===== src/common/dvi_pkg.sv =====
/*
 * constants, field positions and carrier structs for the dsp interrupt
 * vectoring block.
 * assumes: a 32-bit axi4-lite master and a core that takes vectored
 * interrupts by a one-cycle accept pulse.
 */
package dvi_pkg;

    // ****************************************************************
    // sizes
    // ****************************************************************
    localparam int NSRC = 14;
    localparam int IDXW = 4;
    localparam int REGW = 16;
    localparam int AXI_AW = 8;
    localparam int VECW = 7;
    localparam int PRIW = 5;

    // ****************************************************************
    // register offsets (byte addresses)
    // ****************************************************************
    localparam logic [AXI_AW-1:0] ADDR_FLAGS = 8'h00;
    localparam logic [AXI_AW-1:0] ADDR_MASK = 8'h04;
    localparam logic [AXI_AW-1:0] ADDR_STATUS = 8'h08;
    localparam logic [AXI_AW-1:0] ADDR_IRQ_MASK = 8'h0c;

    // reset values
    localparam logic [NSRC-1:0] FLAGS_RESET = 14'h0000;
    localparam logic [NSRC-1:0] MASK_RESET = 14'h0000;
    localparam logic [2:0] STATUS_RESET = 3'h0;
    localparam logic [2:0] IRQ_MASK_RESET = 3'h0;

    // ****************************************************************
    // flag and mask bit positions; bits 15-14 reserved
    // ****************************************************************
    localparam int BIT_EXT0 = 0;
    localparam int BIT_EXT1 = 1;
    localparam int BIT_EXT2 = 2;
    localparam int BIT_TIMER = 3;
    localparam int BIT_P0_RX = 4;
    localparam int BIT_P0_TX = 5;
    localparam int BIT_P2_RX = 6;
    localparam int BIT_P2_TX = 7;
    localparam int BIT_EXT3 = 8;
    localparam int BIT_HOST = 9;
    localparam int BIT_P1_RX = 10;
    localparam int BIT_P1_TX = 11;
    localparam int BIT_DMA4 = 12;
    localparam int BIT_DMA5 = 13;

    // status bits of the interrupt register
    localparam int ST_RESET = 0;
    localparam int ST_NMI = 1;
    localparam int ST_FLAG = 2;

    // synchroniser lanes
    localparam int NPIN = 6;
    localparam int PIN_EXT0 = 0;
    localparam int PIN_EXT1 = 1;
    localparam int PIN_EXT2 = 2;
    localparam int PIN_EXT3 = 3;
    localparam int PIN_NMI = 4;
    localparam int PIN_RST = 5;

    // ****************************************************************
    // vector offsets and priorities
    // ****************************************************************
    localparam logic [VECW-1:0] VEC_RESET = 7'h00;
    localparam logic [VECW-1:0] VEC_NMI = 7'h04;
    localparam logic [VECW-1:0] VEC_TRAP_FIRST = 7'h08;
    localparam logic [VECW-1:0] VEC_MASK_BASE = 7'h40;
    localparam logic [PRIW-1:0] PRIO_RESET = 5'h01;
    localparam logic [PRIW-1:0] PRIO_NMI = 5'h02;
    localparam logic [PRIW-1:0] PRIO_MASK_BASE = 5'h03;
    localparam logic [PRIW-1:0] PRIO_NONE = 5'h00;

    // software trap numbers
    localparam logic [4:0] TRAP_MASK_LAST = 5'h0d;
    localparam logic [4:0] TRAP_NMI = 5'h10;
    localparam logic [4:0] TRAP_FIRST = 5'h11;
    localparam logic [4:0] TRAP_LAST = 5'h1e;

    localparam logic [1:0] RESP_OKAY = 2'h0;
    localparam logic [1:0] RESP_DECERR = 2'h3;

    // ****************************************************************
    // carriers
    // ****************************************************************
    typedef struct packed {
        logic awvalid;
        logic [AXI_AW-1:0] awaddr;
        logic wvalid;
        logic [31:0] wdata;
        logic [3:0] wstrb;
        logic bready;
        logic arvalid;
        logic [AXI_AW-1:0] araddr;
        logic rready;
    } dvi_axi_req_s;

    typedef struct packed {
        logic awready;
        logic wready;
        logic bvalid;
        logic [1:0] bresp;
        logic arready;
        logic rvalid;
        logic [31:0] rdata;
        logic [1:0] rresp;
    } dvi_axi_rsp_s;

    typedef struct packed {
        logic valid;
        logic [VECW-1:0] vector;
        logic [PRIW-1:0] priority_level;
    } dvi_offer_s;

endpackage : dvi_pkg


===== src/logic/dvi_top.sv =====
/*
 * interrupt vectoring and prioritisation for the dsp core: pending
 * flags, enable mask, vector and priority offer to the core, axi4-lite
 * register slave and one level interrupt line.
 * assumes: pins are asynchronous and active low; peripheral requests
 * are one-cycle pulses on ref_clk; the core answers an offer with a
 * one-cycle core_accept pulse.
 */
// The address map and the AXI4-Lite register port were left to the implementer.
`timescale 1ns/10ps
module dvi_top (
    input wire logic ref_clk,
    input wire logic reset_n,
    input wire dvi_pkg::dvi_axi_req_s axi_req,
    output dvi_pkg::dvi_axi_rsp_s axi_rsp,
    input wire logic hardware_reset_pin_n,
    input wire logic nmi_pin_n,
    input wire logic external_request_0_n,
    input wire logic external_request_1_n,
    input wire logic external_request_2_n,
    input wire logic external_request_3_n,
    input wire logic timer_request,
    input wire logic port0_receive_request,
    input wire logic port0_transmit_request,
    input wire logic port1_receive_request,
    input wire logic port1_transmit_request,
    input wire logic port2_receive_request,
    input wire logic port2_transmit_request,
    input wire logic host_port_request,
    input wire logic dma_channel4_request,
    input wire logic dma_channel5_request,
    input wire logic software_reset_trap,
    input wire logic software_trap_valid,
    input wire logic [4:0] software_trap_number,
    input wire logic core_accept,
    output dvi_pkg::dvi_offer_s core_offer,
    output logic irq
);
    import dvi_pkg::*;

    // ****************************************************************
    // decoding helpers
    // ****************************************************************
    function automatic logic [VECW-1:0] mask_vector(
        input logic [IDXW-1:0] idx
    );
        mask_vector = VEC_MASK_BASE + {1'b0, idx, 2'b00};
    endfunction : mask_vector

    // {ok, vector}; trap 16 goes the nmi way, 14, 15 and 31 are void
    function automatic logic [VECW:0] trap_decode(input logic [4:0] num);
        logic [VECW:0] res;
        res = '0;
        if (num <= TRAP_MASK_LAST) begin
            res = {1'b1, mask_vector(num[IDXW-1:0])};
        end else if (num >= TRAP_FIRST && num <= TRAP_LAST) begin
            res = {1'b1,
                VEC_TRAP_FIRST + {num - TRAP_FIRST, 2'b00}};
        end
        trap_decode = res;
    endfunction : trap_decode

    function automatic logic addr_known(input logic [AXI_AW-1:0] a);
        addr_known = (a == ADDR_FLAGS) || (a == ADDR_MASK) ||
            (a == ADDR_STATUS) || (a == ADDR_IRQ_MASK);
    endfunction : addr_known

    // ****************************************************************
    // pin synchronisers
    // ****************************************************************
    logic [NPIN-1:0] pin_raw;
    logic [NPIN-1:0] pin_meta;
    logic [NPIN-1:0] pin_sync;
    logic [NPIN-1:0] pin_prev;
    logic [NPIN-1:0] pin_fall;

    assign pin_raw = {hardware_reset_pin_n, nmi_pin_n,
        external_request_3_n, external_request_2_n,
        external_request_1_n, external_request_0_n};
    assign pin_fall = pin_prev & ~pin_sync;

    // idle pins read high, so reset to ones avoids a false edge
    always_ff @(posedge ref_clk or negedge reset_n) begin
        if (!reset_n) begin
            pin_meta <= '1;
            pin_sync <= '1;
            pin_prev <= '1;
        end else begin
            pin_meta <= pin_raw;
            pin_sync <= pin_meta;
            pin_prev <= pin_sync;
        end
    end

    // ****************************************************************
    // source events in flag bit order
    // ****************************************************************
    logic [NSRC-1:0] src_event;

    always_comb begin
        src_event = '0;
        src_event[BIT_EXT0] = pin_fall[PIN_EXT0];
        src_event[BIT_EXT1] = pin_fall[PIN_EXT1];
        src_event[BIT_EXT2] = pin_fall[PIN_EXT2];
        src_event[BIT_TIMER] = timer_request;
        src_event[BIT_P0_RX] = port0_receive_request;
        src_event[BIT_P0_TX] = port0_transmit_request;
        src_event[BIT_P2_RX] = port2_receive_request;
        src_event[BIT_P2_TX] = port2_transmit_request;
        src_event[BIT_EXT3] = pin_fall[PIN_EXT3];
        src_event[BIT_HOST] = host_port_request;
        src_event[BIT_P1_RX] = port1_receive_request;
        src_event[BIT_P1_TX] = port1_transmit_request;
        src_event[BIT_DMA4] = dma_channel4_request;
        src_event[BIT_DMA5] = dma_channel5_request;
    end

    // ****************************************************************
    // offer engine
    // ****************************************************************
    typedef enum logic [0:0] {OFFER_IDLE, OFFER_WAIT} dvi_offer_e;
    typedef enum logic [1:0] {
        KIND_RESET, KIND_NMI, KIND_TRAP, KIND_MASK
    } dvi_kind_e;

    dvi_offer_e state;
    dvi_offer_e next_state;
    dvi_kind_e kind;
    dvi_kind_e next_kind;
    logic [IDXW-1:0] kind_bit;
    logic [IDXW-1:0] next_kind_bit;
    logic reset_pending;
    logic next_reset_pending;
    logic nmi_pending;
    logic next_nmi_pending;
    logic trap_pending;
    logic next_trap_pending;
    logic [VECW-1:0] trap_vec;
    logic [VECW-1:0] next_trap_vec;
    logic [NSRC-1:0] flags;
    logic [NSRC-1:0] next_flags;
    logic [NSRC-1:0] mask;
    logic [NSRC-1:0] next_mask;
    logic [NSRC-1:0] flag_w1c;
    dvi_offer_s next_offer;
    logic [2:0] st_event;
    logic sel_found;
    logic [IDXW-1:0] sel_index;
    logic [VECW:0] trap_dec;

    dvi_prio #(
        .WIDTH(NSRC),
        .IW(IDXW)
    ) u_prio (
        .request(flags & mask),
        .found(sel_found),
        .index(sel_index)
    );

    assign trap_dec = trap_decode(software_trap_number);

    always_comb begin
        next_state = state;
        next_kind = kind;
        next_kind_bit = kind_bit;
        next_reset_pending = reset_pending;
        next_nmi_pending = nmi_pending;
        next_trap_pending = trap_pending;
        next_trap_vec = trap_vec;
        next_offer = core_offer;
        next_flags = flags & ~flag_w1c;
        st_event = '0;

        // clearing by acceptance comes first so a new reset, nmi or flag event wins
        if (state == OFFER_WAIT && core_accept) begin
            next_state = OFFER_IDLE;
            next_offer.valid = 1'b0;
            unique case (kind)
                KIND_RESET: begin
                    next_reset_pending = 1'b0;
                    next_nmi_pending = 1'b0;
                    next_trap_pending = 1'b0;
                    next_flags = '0;
                end
                KIND_NMI: next_nmi_pending = 1'b0;
                KIND_TRAP: next_trap_pending = 1'b0;
                KIND_MASK: next_flags[kind_bit] = 1'b0;
            endcase
        end else if (state == OFFER_IDLE) begin
            // the offer is held stable until the core takes it
            if (reset_pending) begin
                next_state = OFFER_WAIT;
                next_kind = KIND_RESET;
                next_offer = {1'b1, VEC_RESET, PRIO_RESET};
            end else if (nmi_pending) begin
                next_state = OFFER_WAIT;
                next_kind = KIND_NMI;
                next_offer = {1'b1, VEC_NMI, PRIO_NMI};
            end else if (trap_pending) begin
                next_state = OFFER_WAIT;
                next_kind = KIND_TRAP;
                next_offer = {1'b1, trap_vec, PRIO_NONE};
            end else if (sel_found) begin
                next_state = OFFER_WAIT;
                next_kind = KIND_MASK;
                next_kind_bit = sel_index;
                next_offer.valid = 1'b1;
                next_offer.vector = mask_vector(sel_index);
                next_offer.priority_level = PRIO_MASK_BASE
                    + {1'b0, sel_index};
            end
        end

        if (pin_fall[PIN_RST] || software_reset_trap) begin
            next_reset_pending = 1'b1;
            st_event[ST_RESET] = 1'b1;
        end
        // nmi ignores the mask entirely
        if (pin_fall[PIN_NMI] || (software_trap_valid
                && software_trap_number == TRAP_NMI)) begin
            next_nmi_pending = 1'b1;
            st_event[ST_NMI] = 1'b1;
        end
        // a second trap while one waits is dropped
        if (software_trap_valid && trap_dec[VECW] && !trap_pending) begin
            next_trap_pending = 1'b1;
            next_trap_vec = trap_dec[VECW-1:0];
        end
        next_flags = next_flags | src_event;
        st_event[ST_FLAG] = |src_event;
    end

    always_ff @(posedge ref_clk or negedge reset_n) begin
        if (!reset_n) begin
            state <= OFFER_IDLE;
            kind <= KIND_RESET;
            kind_bit <= '0;
            reset_pending <= 1'b0;
            nmi_pending <= 1'b0;
            trap_pending <= 1'b0;
            trap_vec <= '0;
            flags <= FLAGS_RESET;
            core_offer <= '0;
        end else begin
            state <= next_state;
            kind <= next_kind;
            kind_bit <= next_kind_bit;
            reset_pending <= next_reset_pending;
            nmi_pending <= next_nmi_pending;
            trap_pending <= next_trap_pending;
            trap_vec <= next_trap_vec;
            flags <= next_flags;
            core_offer <= next_offer;
        end
    end

    // ****************************************************************
    // axi4-lite slave and interrupt line
    // ****************************************************************
    logic [2:0] status;
    logic [2:0] next_status;
    logic [2:0] irq_mask;
    logic [2:0] next_irq_mask;
    logic next_irq;
    dvi_axi_rsp_s next_rsp;
    logic [REGW-1:0] lane_mask;
    logic [REGW-1:0] wr_bits;
    logic wr_fire;
    logic rd_fire;

    assign lane_mask = {{8{axi_req.wstrb[1]}}, {8{axi_req.wstrb[0]}}};
    assign wr_bits = axi_req.wdata[REGW-1:0] & lane_mask;
    // address and data are taken together, in the same cycle
    assign wr_fire = axi_rsp.awready && axi_req.awvalid;
    assign rd_fire = axi_rsp.arready && axi_req.arvalid;
    assign flag_w1c = (wr_fire && axi_req.awaddr == ADDR_FLAGS)
        ? wr_bits[NSRC-1:0] : '0;

    always_comb begin
        next_rsp = axi_rsp;
        next_mask = mask;
        next_irq_mask = irq_mask;
        next_status = status;
        next_rsp.awready = 1'b0;
        next_rsp.wready = 1'b0;
        next_rsp.arready = 1'b0;

        if (axi_req.awvalid && axi_req.wvalid && !axi_rsp.bvalid
                && !axi_rsp.awready) begin
            next_rsp.awready = 1'b1;
            next_rsp.wready = 1'b1;
        end
        if (axi_rsp.bvalid && axi_req.bready) begin
            next_rsp.bvalid = 1'b0;
        end
        if (wr_fire) begin
            next_rsp.bvalid = 1'b1;
            next_rsp.bresp = addr_known(axi_req.awaddr)
                ? RESP_OKAY : RESP_DECERR;
            if (axi_req.awaddr == ADDR_MASK) begin
                next_mask = (mask & ~lane_mask[NSRC-1:0])
                    | wr_bits[NSRC-1:0];
            end
            if (axi_req.awaddr == ADDR_IRQ_MASK) begin
                next_irq_mask = (irq_mask & ~lane_mask[2:0])
                    | wr_bits[2:0];
            end
            if (axi_req.awaddr == ADDR_STATUS) begin
                next_status = status & ~wr_bits[2:0];
            end
        end
        // hardware events win over a software clear in the same cycle
        next_status = next_status | st_event;

        if (axi_req.arvalid && !axi_rsp.rvalid && !axi_rsp.arready) begin
            next_rsp.arready = 1'b1;
        end
        if (axi_rsp.rvalid && axi_req.rready) begin
            next_rsp.rvalid = 1'b0;
        end
        if (rd_fire) begin
            next_rsp.rvalid = 1'b1;
            next_rsp.rresp = addr_known(axi_req.araddr)
                ? RESP_OKAY : RESP_DECERR;
            // reserved bits 15-14 and above read as zero
            unique case (axi_req.araddr)
                ADDR_FLAGS: next_rsp.rdata = {18'h00000, flags};
                ADDR_MASK: next_rsp.rdata = {18'h00000, mask};
                ADDR_STATUS: next_rsp.rdata = {29'h00000000, status};
                ADDR_IRQ_MASK: next_rsp.rdata = {29'h00000000, irq_mask};
                default: next_rsp.rdata = 32'h00000000;
            endcase
        end
        next_irq = |(next_status & next_irq_mask);
    end

    always_ff @(posedge ref_clk or negedge reset_n) begin
        if (!reset_n) begin
            axi_rsp <= '0;
            mask <= MASK_RESET;
            irq_mask <= IRQ_MASK_RESET;
            status <= STATUS_RESET;
            irq <= 1'b0;
        end else begin
            axi_rsp <= next_rsp;
            mask <= next_mask;
            irq_mask <= next_irq_mask;
            status <= next_status;
            irq <= next_irq;
        end
    end

endmodule : dvi_top


===== src/logic/dvi_prio.sv =====
/*
 * fixed priority picker: lowest set bit wins.
 * assumes: bit order equals priority order of the requests.
 */
`timescale 1ns/10ps
module dvi_prio #(
    parameter int WIDTH = 14,
    parameter int IW = 4
) (
    input wire logic [WIDTH-1:0] request,
    output logic found,
    output logic [IW-1:0] index
);

    // scan downward so the lowest set bit is the last to be written
    always_comb begin
        found = 1'b0;
        index = '0;
        for (int i = WIDTH - 1; i >= 0; i--) begin
            if (request[i]) begin
                found = 1'b1;
                index = IW'(i);
            end
        end
    end

endmodule : dvi_prio


===== config.mk =====
export PLATFORM = sky130hd
export DESIGN_NAME = dvi_top
export DESIGN_NICKNAME = d
export VERILOG_FILES = /design/src/common/dvi_pkg.sv /design/src/logic/dvi_top.sv /design/src/logic/dvi_prio.sv
export SDC_FILE = /design/constraint.sdc
export NUM_CORES = 1
export LEC_CHECK = 0
export BUFFER_PORTS_ARGS = -buffer_cell sky130_fd_sc_hd__buf_4
export CORE_MARGIN = 2
export CORE_UTILIZATION = 45
export CTS_CLUSTER_SIZE = 20
export DETAILED_ROUTE_END_ITERATION = 12
export PLACE_DENSITY_LB_ADDON = 0.1
export REMOVE_ABC_BUFFERS = 1
export SLEW_MARGIN = 40
export SYNTH_ARGS = -nofsm -noshare
export SYNTH_HDL_FRONTEND = slang
export SYNTH_SLANG_ARGS = --single-unit

===== constraint.sdc =====
create_clock -name ref_clk -period 2 [get_ports ref_clk]
set_clock_uncertainty 0.05 [all_clocks]
set_input_delay 0.1 -clock ref_clk [delete_from_list [all_inputs] [get_ports ref_clk]]
set_output_delay 0.1 -clock ref_clk [all_outputs]
set_load 0.05 [all_outputs]

==> Word level (Yosys, flattened, before mapping) <==
Index checks and enable logic that the tools add are counted.
W data, S select, Z words.
{ "word_totals": {"regBits": 124, "n_memories": 0, "mem_bits_rw": 0, "word_cells": 199, "latchBits": 0, "input_bits": 83, "romBits": 0} }
{ "op_classes": {"n_div": 0, "n_mul": 0, "mux": 75, "n_reduce_logical": 53, "shift": 0, "add_sub_neg": 5, "bitwise": 24, "magnitude_cmp": 5, "eq_ne": 11} }
{ "ops": {"columns": ["cell", "count"], "rows": [
  ["$and A14 B14 Y14", 5],
  ["$mux W13", 5],
  ["$mux W4", 14],
  ["$pmux W14 S4", 1],
  ["$not A14 Y14", 3],
  ["$mux W1", 36],
  ["$mux W35", 1],
  ["$eq A8 B4 Y1 const B", 4],
  ["$mux W14", 2],
  ["$or A14 B14 Y14", 2],
  ["$pmux W14 S2", 1],
  ["$eq A8 B3 Y1 const B", 2],
  ["$logic_and A1 B1 Y1", 16],
  ["$logic_not A8 Y1", 2],
  ["$mux W8", 2],
  ["$reduce_bool A2 Y1", 8],
  ["$mux W3", 5],
  ["$add A7 B6 Y7 const A", 2],
  ["$mux W2", 7],
  ["$reduce_or A14 Y1", 1],
  ["$reduce_and A2 Y1", 5],
  ["$and A3 B3 Y3", 3],
  ["$logic_or A1 B1 Y1", 8],
  ["$add A4 B7 Y7 const A", 1],
  ["other kinds (25)", 37]
]} }

==> Depth between registers and ports, before layout <==
Gate-level depths: netlist of run 1.
{ "depth": {"depth_word": 22, "depth_mapped": 9} }

==> Modules after synthesis <==
Synthesis of run 1 repeated with hierarchy kept, for this count alone.
{ "unflattened": {"hier_cells": 463, "hier_area_um2": 4882.2} }
{ "modules_own_cells": {"columns": ["module", "cells_per_inst", "n_inst", "area_each_um2"], "rows": [
  ["dvi_top", 437, 1, 4713.3],
  ["dvi_prio", 26, 1, 168.9]
]} }

==> Least setup slack after synthesis of run 1 <==
Ideal clock, no wire load.
{ "synth_path": {"kind": "register to register", "startpoint": "register axi_rsp[40] in the netlist's numbering", "endpoint": "register (tool-made name)", "t_required_ns": 1.823, "path_stages_with_launch": 7, "path_buffers": 1, "arrival_ns": 2.072, "slack_ns": -0.249, "path_cell_list": "dfrtp_1 -> nand2_1 -> or4_4 -> nor2_2 -> and3_1 -> buf_4 -> mux2_1"} }
{ "synth_lines": {"columns": ["element", "line_no", "source"], "rows": [
  ["from (decl)", "dvi_top.sv:15", "output dvi_pkg::dvi_axi_rsp_s axi_rsp,"],
  ["from (signal assigned)", "dvi_top.sv:345", "axi_rsp <= next_rsp;"]
]} }

==> Worst setup path in the final report of run 1 <==
{ "layout_path": {"startpoint": "register flags[1]", "endpoint": "register core_offer[1] in the netlist's numbering"} }
{ "layout_between": {"elab_chain_cells": 8, "elab_cells_between_ends": 12} }
{ "layout_rtl": {"columns": ["element", "line_no", "source"], "rows": [
  ["from (decl)", "dvi_top.sv:140", "logic [NSRC-1:0] flags;"],
  ["from (signal assigned)", "dvi_top.sv:252", "flags <= next_flags;"],
  ["$and A14 B14 Y14 (*)", "dvi_top.sv:155", ".request(flags & mask),"],
  ["$mux W4 (2 in series)", "dvi_prio.sv:20", "if (request[i]) begin"],
  ["$add A2 B4 Y5", "dvi_top.sv:210", "+ {1'b0, sel_index};"],
  ["$mux W13", "dvi_top.sv:203", "end else if (sel_found) begin"],
  ["$mux W13", "dvi_top.sv:199", "end else if (trap_pending) begin"],
  ["$mux W13", "dvi_top.sv:195", "end else if (nmi_pending) begin"],
  ["$mux W13", "dvi_top.sv:191", "if (reset_pending) begin"],
  ["to (signal assigned)", "dvi_top.sv:253", "core_offer <= next_offer;"],
  ["to (decl)", "dvi_top.sv:36", "output dvi_pkg::dvi_offer_s core_offer,"]
]} }
Every way passes the cells marked *; elsewhere a longest branch is shown, timed or not. The select of a mux whose other input is x is not followed.
A chain may end at the register's enable or synchronous reset.

==> flow_summary_export.csv, run 1 <==
group,metric,value,unit
run_status,outcome,"complete, no violations",
sta,max_freq,0.523,GHz
global_route,antenna_found_initial,0,
routing,final_antenna_net_count,0,
die,initial_core_util,46.7,%
logic_synthesis,yosysUniqueCellTypes,59,
min_path,hold_depth,3,
global_route,grt_util_met1,27.4,%
clock_tree,cts-root-to-sink-buffers,2,
worst_setup_path,worstSetupPathType,"reg2reg",
logic_synthesis,synth_commonest_cells,"nand2_1, dfrtp_1, o21ai_0, buf_4, inv_1",
placement,place_ws,-0.277,ns
routing,wl,11400,um
logic_synthesis,synth_area_leader_cell,"dfrtp_1",
logic_synthesis,syn_inst,473,
worst_setup_path,rr_startpoint,"flags[1]$_DFF_PN0_",
logic_synthesis,synth-main-ff-cell,"dfrtp_1",
logic_synthesis,synth.most_common_cell,"nand2_1",
die,dieArea,11600,sq um
logic_synthesis,ys_warn_count,0,
job,max-cap-violations,0,
logic_synthesis,seq_area_frac_synth,51.4,%
die,rows,37,
logic_synthesis,synth_edf_count,0,
logic_synthesis,synth_area_leaders,"dfrtp_1, dfstp_2, nand2_1, o21ai_0, buf_4",
global_route,grt_max_degree,46,
sta,fin_ws,0.0877,ns
routing,drc,0,
clock_tree,cts_root_buf,"clkbuf_8",
min_path,min_to,"trap_vec[3]$_DFFE_PN0P_",
sta,slew_viol_final,0,
finish,layout-drive-gt1-share,28.9,%
sta,finalSetupViolCount,0,
worst_setup_path,cp.required,2.23,ns
sta,slew_headroom,61.0,%
placement,io_buffers,97,
finish,fin_cells,780,
die,die_h,108,um
finish,n_antenna_cell,0,
worst_setup_path,regToRegEndpoint,"core_offer[1]$_DFFE_PN0P_",
sta,worst_pin_slew,0.584,ns
global_route,grt_pass1_vias,4040,
logic_synthesis,synthesis.area,4860,sq um
worst_setup_path,r2r_slack,0.09,ns
worst_setup_path,critPathMaxFanout,4,
clock_tree,clk_pin_slew,0.11,ns
die,coreArea,10400,sq um
min_path,min-delay-start,"software_trap_number[1]",
routing,dr.pass1.iters,4,
clock_tree,insertion_delay,0.37,ns
finish,nets,731,
placement,place_inst,724,
clock_tree,cts.sinks,99,
sta,fin_crit_sh,95.6,%
logic_synthesis,yosysTopAreaCellShare,41.7,%
finish,areaGrowthSynthToFinish,34.0,%
pwr,report.power.total,4680,uW
die,die_w,108,um
global_route,grt_overflow,0,
pwr,ir_drop,0.000465,V
min_path,min_path_type,"in2reg",
clock_tree,cts_made_buffers,9,
logic_synthesis,syn_avg_cell_area,10.3,sq um
sta,min_period,1.91,ns
logic_synthesis,ys_seq_elements,99,
finish,fin_util,62.5,%
worst_setup_path,end_kind,"register",
sta,holdWs,0.0501,ns
die,pin_count,138,
routing,via_count,4007,
routing,drt_iter0_markers,152,
finish,register_area,2500,sq um
pwr,power.density,719,nW/um^2
global_route,grt_usage,20.9,%
finish,fillers,887,
placement,gp_congestion,0.833,
routing,wire_per_inst,14.6,um
worst_setup_path,r2r_cells,8,
sta,hold_viol_final,0,
worst_setup_path,cp-start-kind,"register",
global_route,gr-usage-met2,36.3,%
worst_setup_path,arrival,2.14,ns
placement,hpwl,8630,um
sta,grt_setup_unrepaired,"yes",
logic_synthesis,async_flop_share,100,%
finish,multi_input_area,2140,sq um
pwr,leakage,0.00305,uW
clock_tree,cts_tree,"built",
global_route,use_met3,3.44,%
global_route,top_usage_layer,"met2",
clock_tree,h-tree-depth,3,
global_route,grt_pass1_wl,19200,um
routing,via_per_inst,5.14,
-- stage by stage --
step | TNS, ns | cell area (sq um)
3_5_place_dp | -6.09 | 5870
2_1_floorplan | -17.52 | 4700
3_3_place_gp | -5.52 | 5870
4_1_cts | 0 | 6480
5_1_grt | -0.178 | 6510
6_report | 0 | 6510
-- layout make-up --
| cell class | count | area share, % |
|---|---|---|
| Clock buffer | 10 | 2.29 |
| Inverter | 22 | 1.27 |
| Tap cell | 136 | 2.61 |
| Timing Repair Buffer | 173 | 21.6 |
| Multi-Input combinational cell | 334 | 32.9 |
| Clock inverter | 6 | 0.922 |
| Sequential cell | 99 | 38.4 |
-- metal layers --
metal / share of wire [%] / wire, um
met5: 0 / 0
met2: 50 / 5690
met3: 3.1 / 354
met4: 0.81 / 92
met1: 46 / 5280
-- kinds of logic (layout without fill, tap and decap cells) --
kind of cell / Yosys count / in the layout / synth area share, %
AOI/OAI and AO/OA: 117 / 117 / 16.0
muxes: 30 / 30 / 7.34
other: 1 / 20 / 0.0771
adders and majority gates: 9 / 9 / 2.32
xor gates and xnor gates: 4 / 4 / 0.721
buffers and inverters: 59 / 211 / 6.41
and+or+nand+nor: 154 / 154 / 15.7
DFF: 99 / 99 / 51.4
-- cells in the final DEF (no fill, tap or decap), types with 3 or more instances in the layout --
cell	n
conb_1	20
dfstp_2	18
inv_8	3
ha_1	9
a21o_1	3
clkbuf_8	9
nand2b_1	12
nand4_1	3
mux4_2	3
a31oi_1	3
a22oi_1	6
a21boi_0	5
o31ai_1	8
o41ai_1	3
o21a_1	3
o21ai_0	42
a31o_1	10
a21oi_1	9
nand2_1	87
nor3_1	4
buf_6	3
inv_1	22
nor4_1	3
a22o_1	3
nor2_1	15
nand3_1	8
mux2_1	14
a22oi_2	3
dlygate4sd3_1	39
mux2i_1	12
dfrtp_1	81
buf_4	131
-- power breakdown --
part / switching (uW) / internal (uW)
Sequential: 131 / 2180
Clock: 782 / 566
Combinational: 597 / 425
Total: 1510 / 3170
-- critical path: stages (launching register included) --
cell      delay (ns)
dfrtp_1         0.43
a22o_1          0.24
a221oi_1        0.28
o21ai_1         0.17
nand2_1         0.12
ha_1            0.24
nor2_1          0.09
nor2_1          0.05
o31ai_1         0.17
-- worst max-delay path by stage --
stage                               start                        end  slack (ns)
floorplan           axi_rsp[40]$_DFF_PN0_                   register       -0.65
global placement              axi_req[48]                   register       -0.25
detailed placement            axi_req[48]                   register       -0.28
CTS                    flags[1]$_DFF_PN0_  core_offer[1]$_DFFE_PN0P_        0.03
global route           flags[1]$_DFF_PN0_  core_offer[1]$_DFFE_PN0P_       -0.06
finish                 flags[1]$_DFF_PN0_  core_offer[1]$_DFFE_PN0P_        0.09
-- what timing repair did --
action                                  4_1_cts  5_1_grt
hold buffers                                 39        0
pin swaps                                     0        2
endpoints found under the setup margin        2       20
buffers inserted                              0        1
gates resized for setup                       2        9
hold endpoints to repair                     65        0
Note: power is estimated with default switching activity, not from simulation.
==> run 2: changes to the inputs <==
==> constraint.sdc (replaced) <==
create_clock -name ref_clk -period 2.4 [get_ports ref_clk]
set_clock_uncertainty 0.05 [all_clocks]
set_input_delay 0.12 -clock ref_clk [delete_from_list [all_inputs] [get_ports ref_clk]]
set_output_delay 0.12 -clock ref_clk [all_outputs]
set_load 0.05 [all_outputs]
==> flow_summary_export.csv, run 2 (synthesis gave the netlist of run 1 again) <==
group,metric,value,unit
sta,finalSetupViolCount,0,
sta,min_period,2.11,ns
global_route,grt_pass1_vias,3939,
routing,drc,0,
worst_setup_path,end_kind,"register",
clock_tree,clk_pin_slew,0.11,ns
run_status,outcome,"complete, no violations",
worst_setup_path,regToRegEndpoint,"core_offer[1]$_DFFE_PN0P_",
routing,wl,11200,um
job,max-cap-violations,0,
sta,worst_pin_slew,0.678,ns
worst_setup_path,r2r_cells,8,
sta,slew_headroom,54.4,%
global_route,grt_max_degree,58,
global_route,grt_usage,20.5,%
worst_setup_path,cp-start-kind,"register",
routing,drt_iter0_markers,126,
global_route,gr-usage-met2,35.1,%
global_route,antenna_found_initial,0,
sta,fin_crit_sh,87.9,%
clock_tree,cts.sinks,99,
worst_setup_path,critical-path-slowest-cell,"dfrtp_1",
finish,n_antenna_cell,0,
die,rows,37,
finish,mostFrequentLayoutCells,"buf_4, nand2_1, dfrtp_1",
finish,final_common_cell,"buf_4",
placement,gp_congestion,0.815,
die,die_h,108,um
placement,io_buffers,97,
pwr,leakage,0.00291,uW
worst_setup_path,critPathMaxFanout,5,
clock_tree,post_cts_resized,0,
clock_tree,cts_tree,"built",
routing,dr.pass1.iters,4,
clock_tree,cts_made_buffers,9,
routing,via_count,3886,
worst_setup_path,cpPeakStageDelay,0.44,ns
clock_tree,cts_root_buf,"clkbuf_8",
worst_setup_path,cp.required,2.62,ns
global_route,grt_util_met1,27.5,%
die,initial_core_util,46.7,%
die,coreArea,10400,sq um
worst_setup_path,crit_end,"core_offer[1]$_DFFE_PN0P_",
sta,hold_viol_final,0,
finish,fin_cells,753,
placement,place_inst,697,
clock_tree,insertion_delay,0.36,ns
global_route,top_usage_layer,"met2",
worst_setup_path,crit_chain,"a22oi_1, inv_1, o22ai_1, inv_1, ha_1, nor2_1, nor2_1, o31ai_1",
worst_setup_path,arrival,2.33,ns
routing,via_per_inst,5.16,
routing,final_antenna_net_count,0,
global_route,grt_pass1_wl,18900,um
finish,fin_util,60.4,%
routing,wire_per_inst,14.9,um
die,die_w,108,um
finish,nets,704,
die,dieArea,11600,sq um
worst_setup_path,r2r_slack,0.29,ns
global_route,grt_overflow,0,
clock_tree,h-tree-depth,3,
finish,areaGrowthSynthToFinish,29.5,%
min_path,min_path_type,"in2reg",
pwr,power.density,607,nW/um^2
worst_setup_path,worstSetupPathType,"reg2reg",
sta,grt_setup_unrepaired,"no",
sta,slew_viol_final,0,
sta,max_freq,0.474,GHz
placement,hpwl,8280,um
die,pin_count,138,
pwr,ir_drop,0.000325,V
finish,layout-drive-gt1-share,24.5,%
global_route,use_met3,2.95,%
clock_tree,cts-root-to-sink-buffers,2,
[run 2: changes by cell type in the layout (fill, tap and decap cells not counted), sizes merged]
cell / before / now
dlygate4sd3: 39 / 40
buf: 134 / 106
inv: 27 / 25
bufinv: 0 / 1
clkbuf: 10 / 9
clkinv: 1 / 2
clkinvlp: 0 / 1
[run 2: repair_timing]
action                                 in CTS  in global routing
setup buffers                               0                  0
endpoints found under the hold margin      64                  0
hold buffers                               40                  0
[run 2: cell type report]
cell class                 instances  area (sq um)
fill                             902          4120
multi-input combinational        334          2120
tap                              136           170
inverter                          22          82.6
timing repair buffer             146          1220
sequential                        99          2500
clock buffer                       9           124
clock inverter                     7          75.1
[run 2: how the worst min path moves through the flow]
stage,start,to,slack (ns),cells after the start
finish,axi_req[8],axi_rsp[4]$_DFFE_PN0P_,0.07,3
global route,software_trap_number[1],trap_vec[3]$_DFFE_PN0P_,0.08,3
CTS,software_trap_number[1],trap_vec[3]$_DFFE_PN0P_,0.06,3
detailed placement,reset_n,axi_rsp[35]$_DFF_PN0_,0.09,1
global placement,reset_n,axi_rsp[35]$_DFF_PN0_,0.09,1
floorplan,reset_n,asynchronous set/reset pin,-0.23,0
[run 2: power breakdown]
| group | internal [uW] | switching (uW) |
|---|---|---|
| logic | 316 | 455 |
| clock network | 492 | 603 |
| registers | 1820 | 138 |
[run 2: through the flow]
stage / cell area [sq um] / power (uW) / setup WS, ns / TNS [ns] / hold WS [ns]
5_1_grt: 6290 / 4040 / 0.0580 / 0 / 0.0761
3_3_place_gp: 5690 / 2690 / 0.120 / 0 / 0.0850
2_1_floorplan: 4700 / 2400 / -0.254 / -3.56 / -0.226
6_report: 6290 / 3820 / 0.291 / 0 / 0.0668
4_1_cts: 6290 / 3860 / 0.289 / 0 / 0.0576
3_5_place_dp: 5690 / 2710 / 0.0813 / 0 / 0.0901
[run 2: routing by layer]
metal | routed length, um | part of all wire, %
met5 | 0 | 0
met4 | 81 | 0.72
met3 | 398 | 3.5
met2 | 5700 | 51
met1 | 5040 | 45
[run 2: worst max-delay path, delay by kind of cell, from the launching register on]
| family | cells | cell delay [ns] |
|---|---|---|
| AO/OA/AOI/OAI | 3 | 0.92 |
| flip-flops | 1 | 0.44 |
| adder cells (fa/ha/maj) | 1 | 0.28 |
| buffers and inverters | 2 | 0.17 |
| AND/OR/NAND/NOR | 2 | 0.13 |
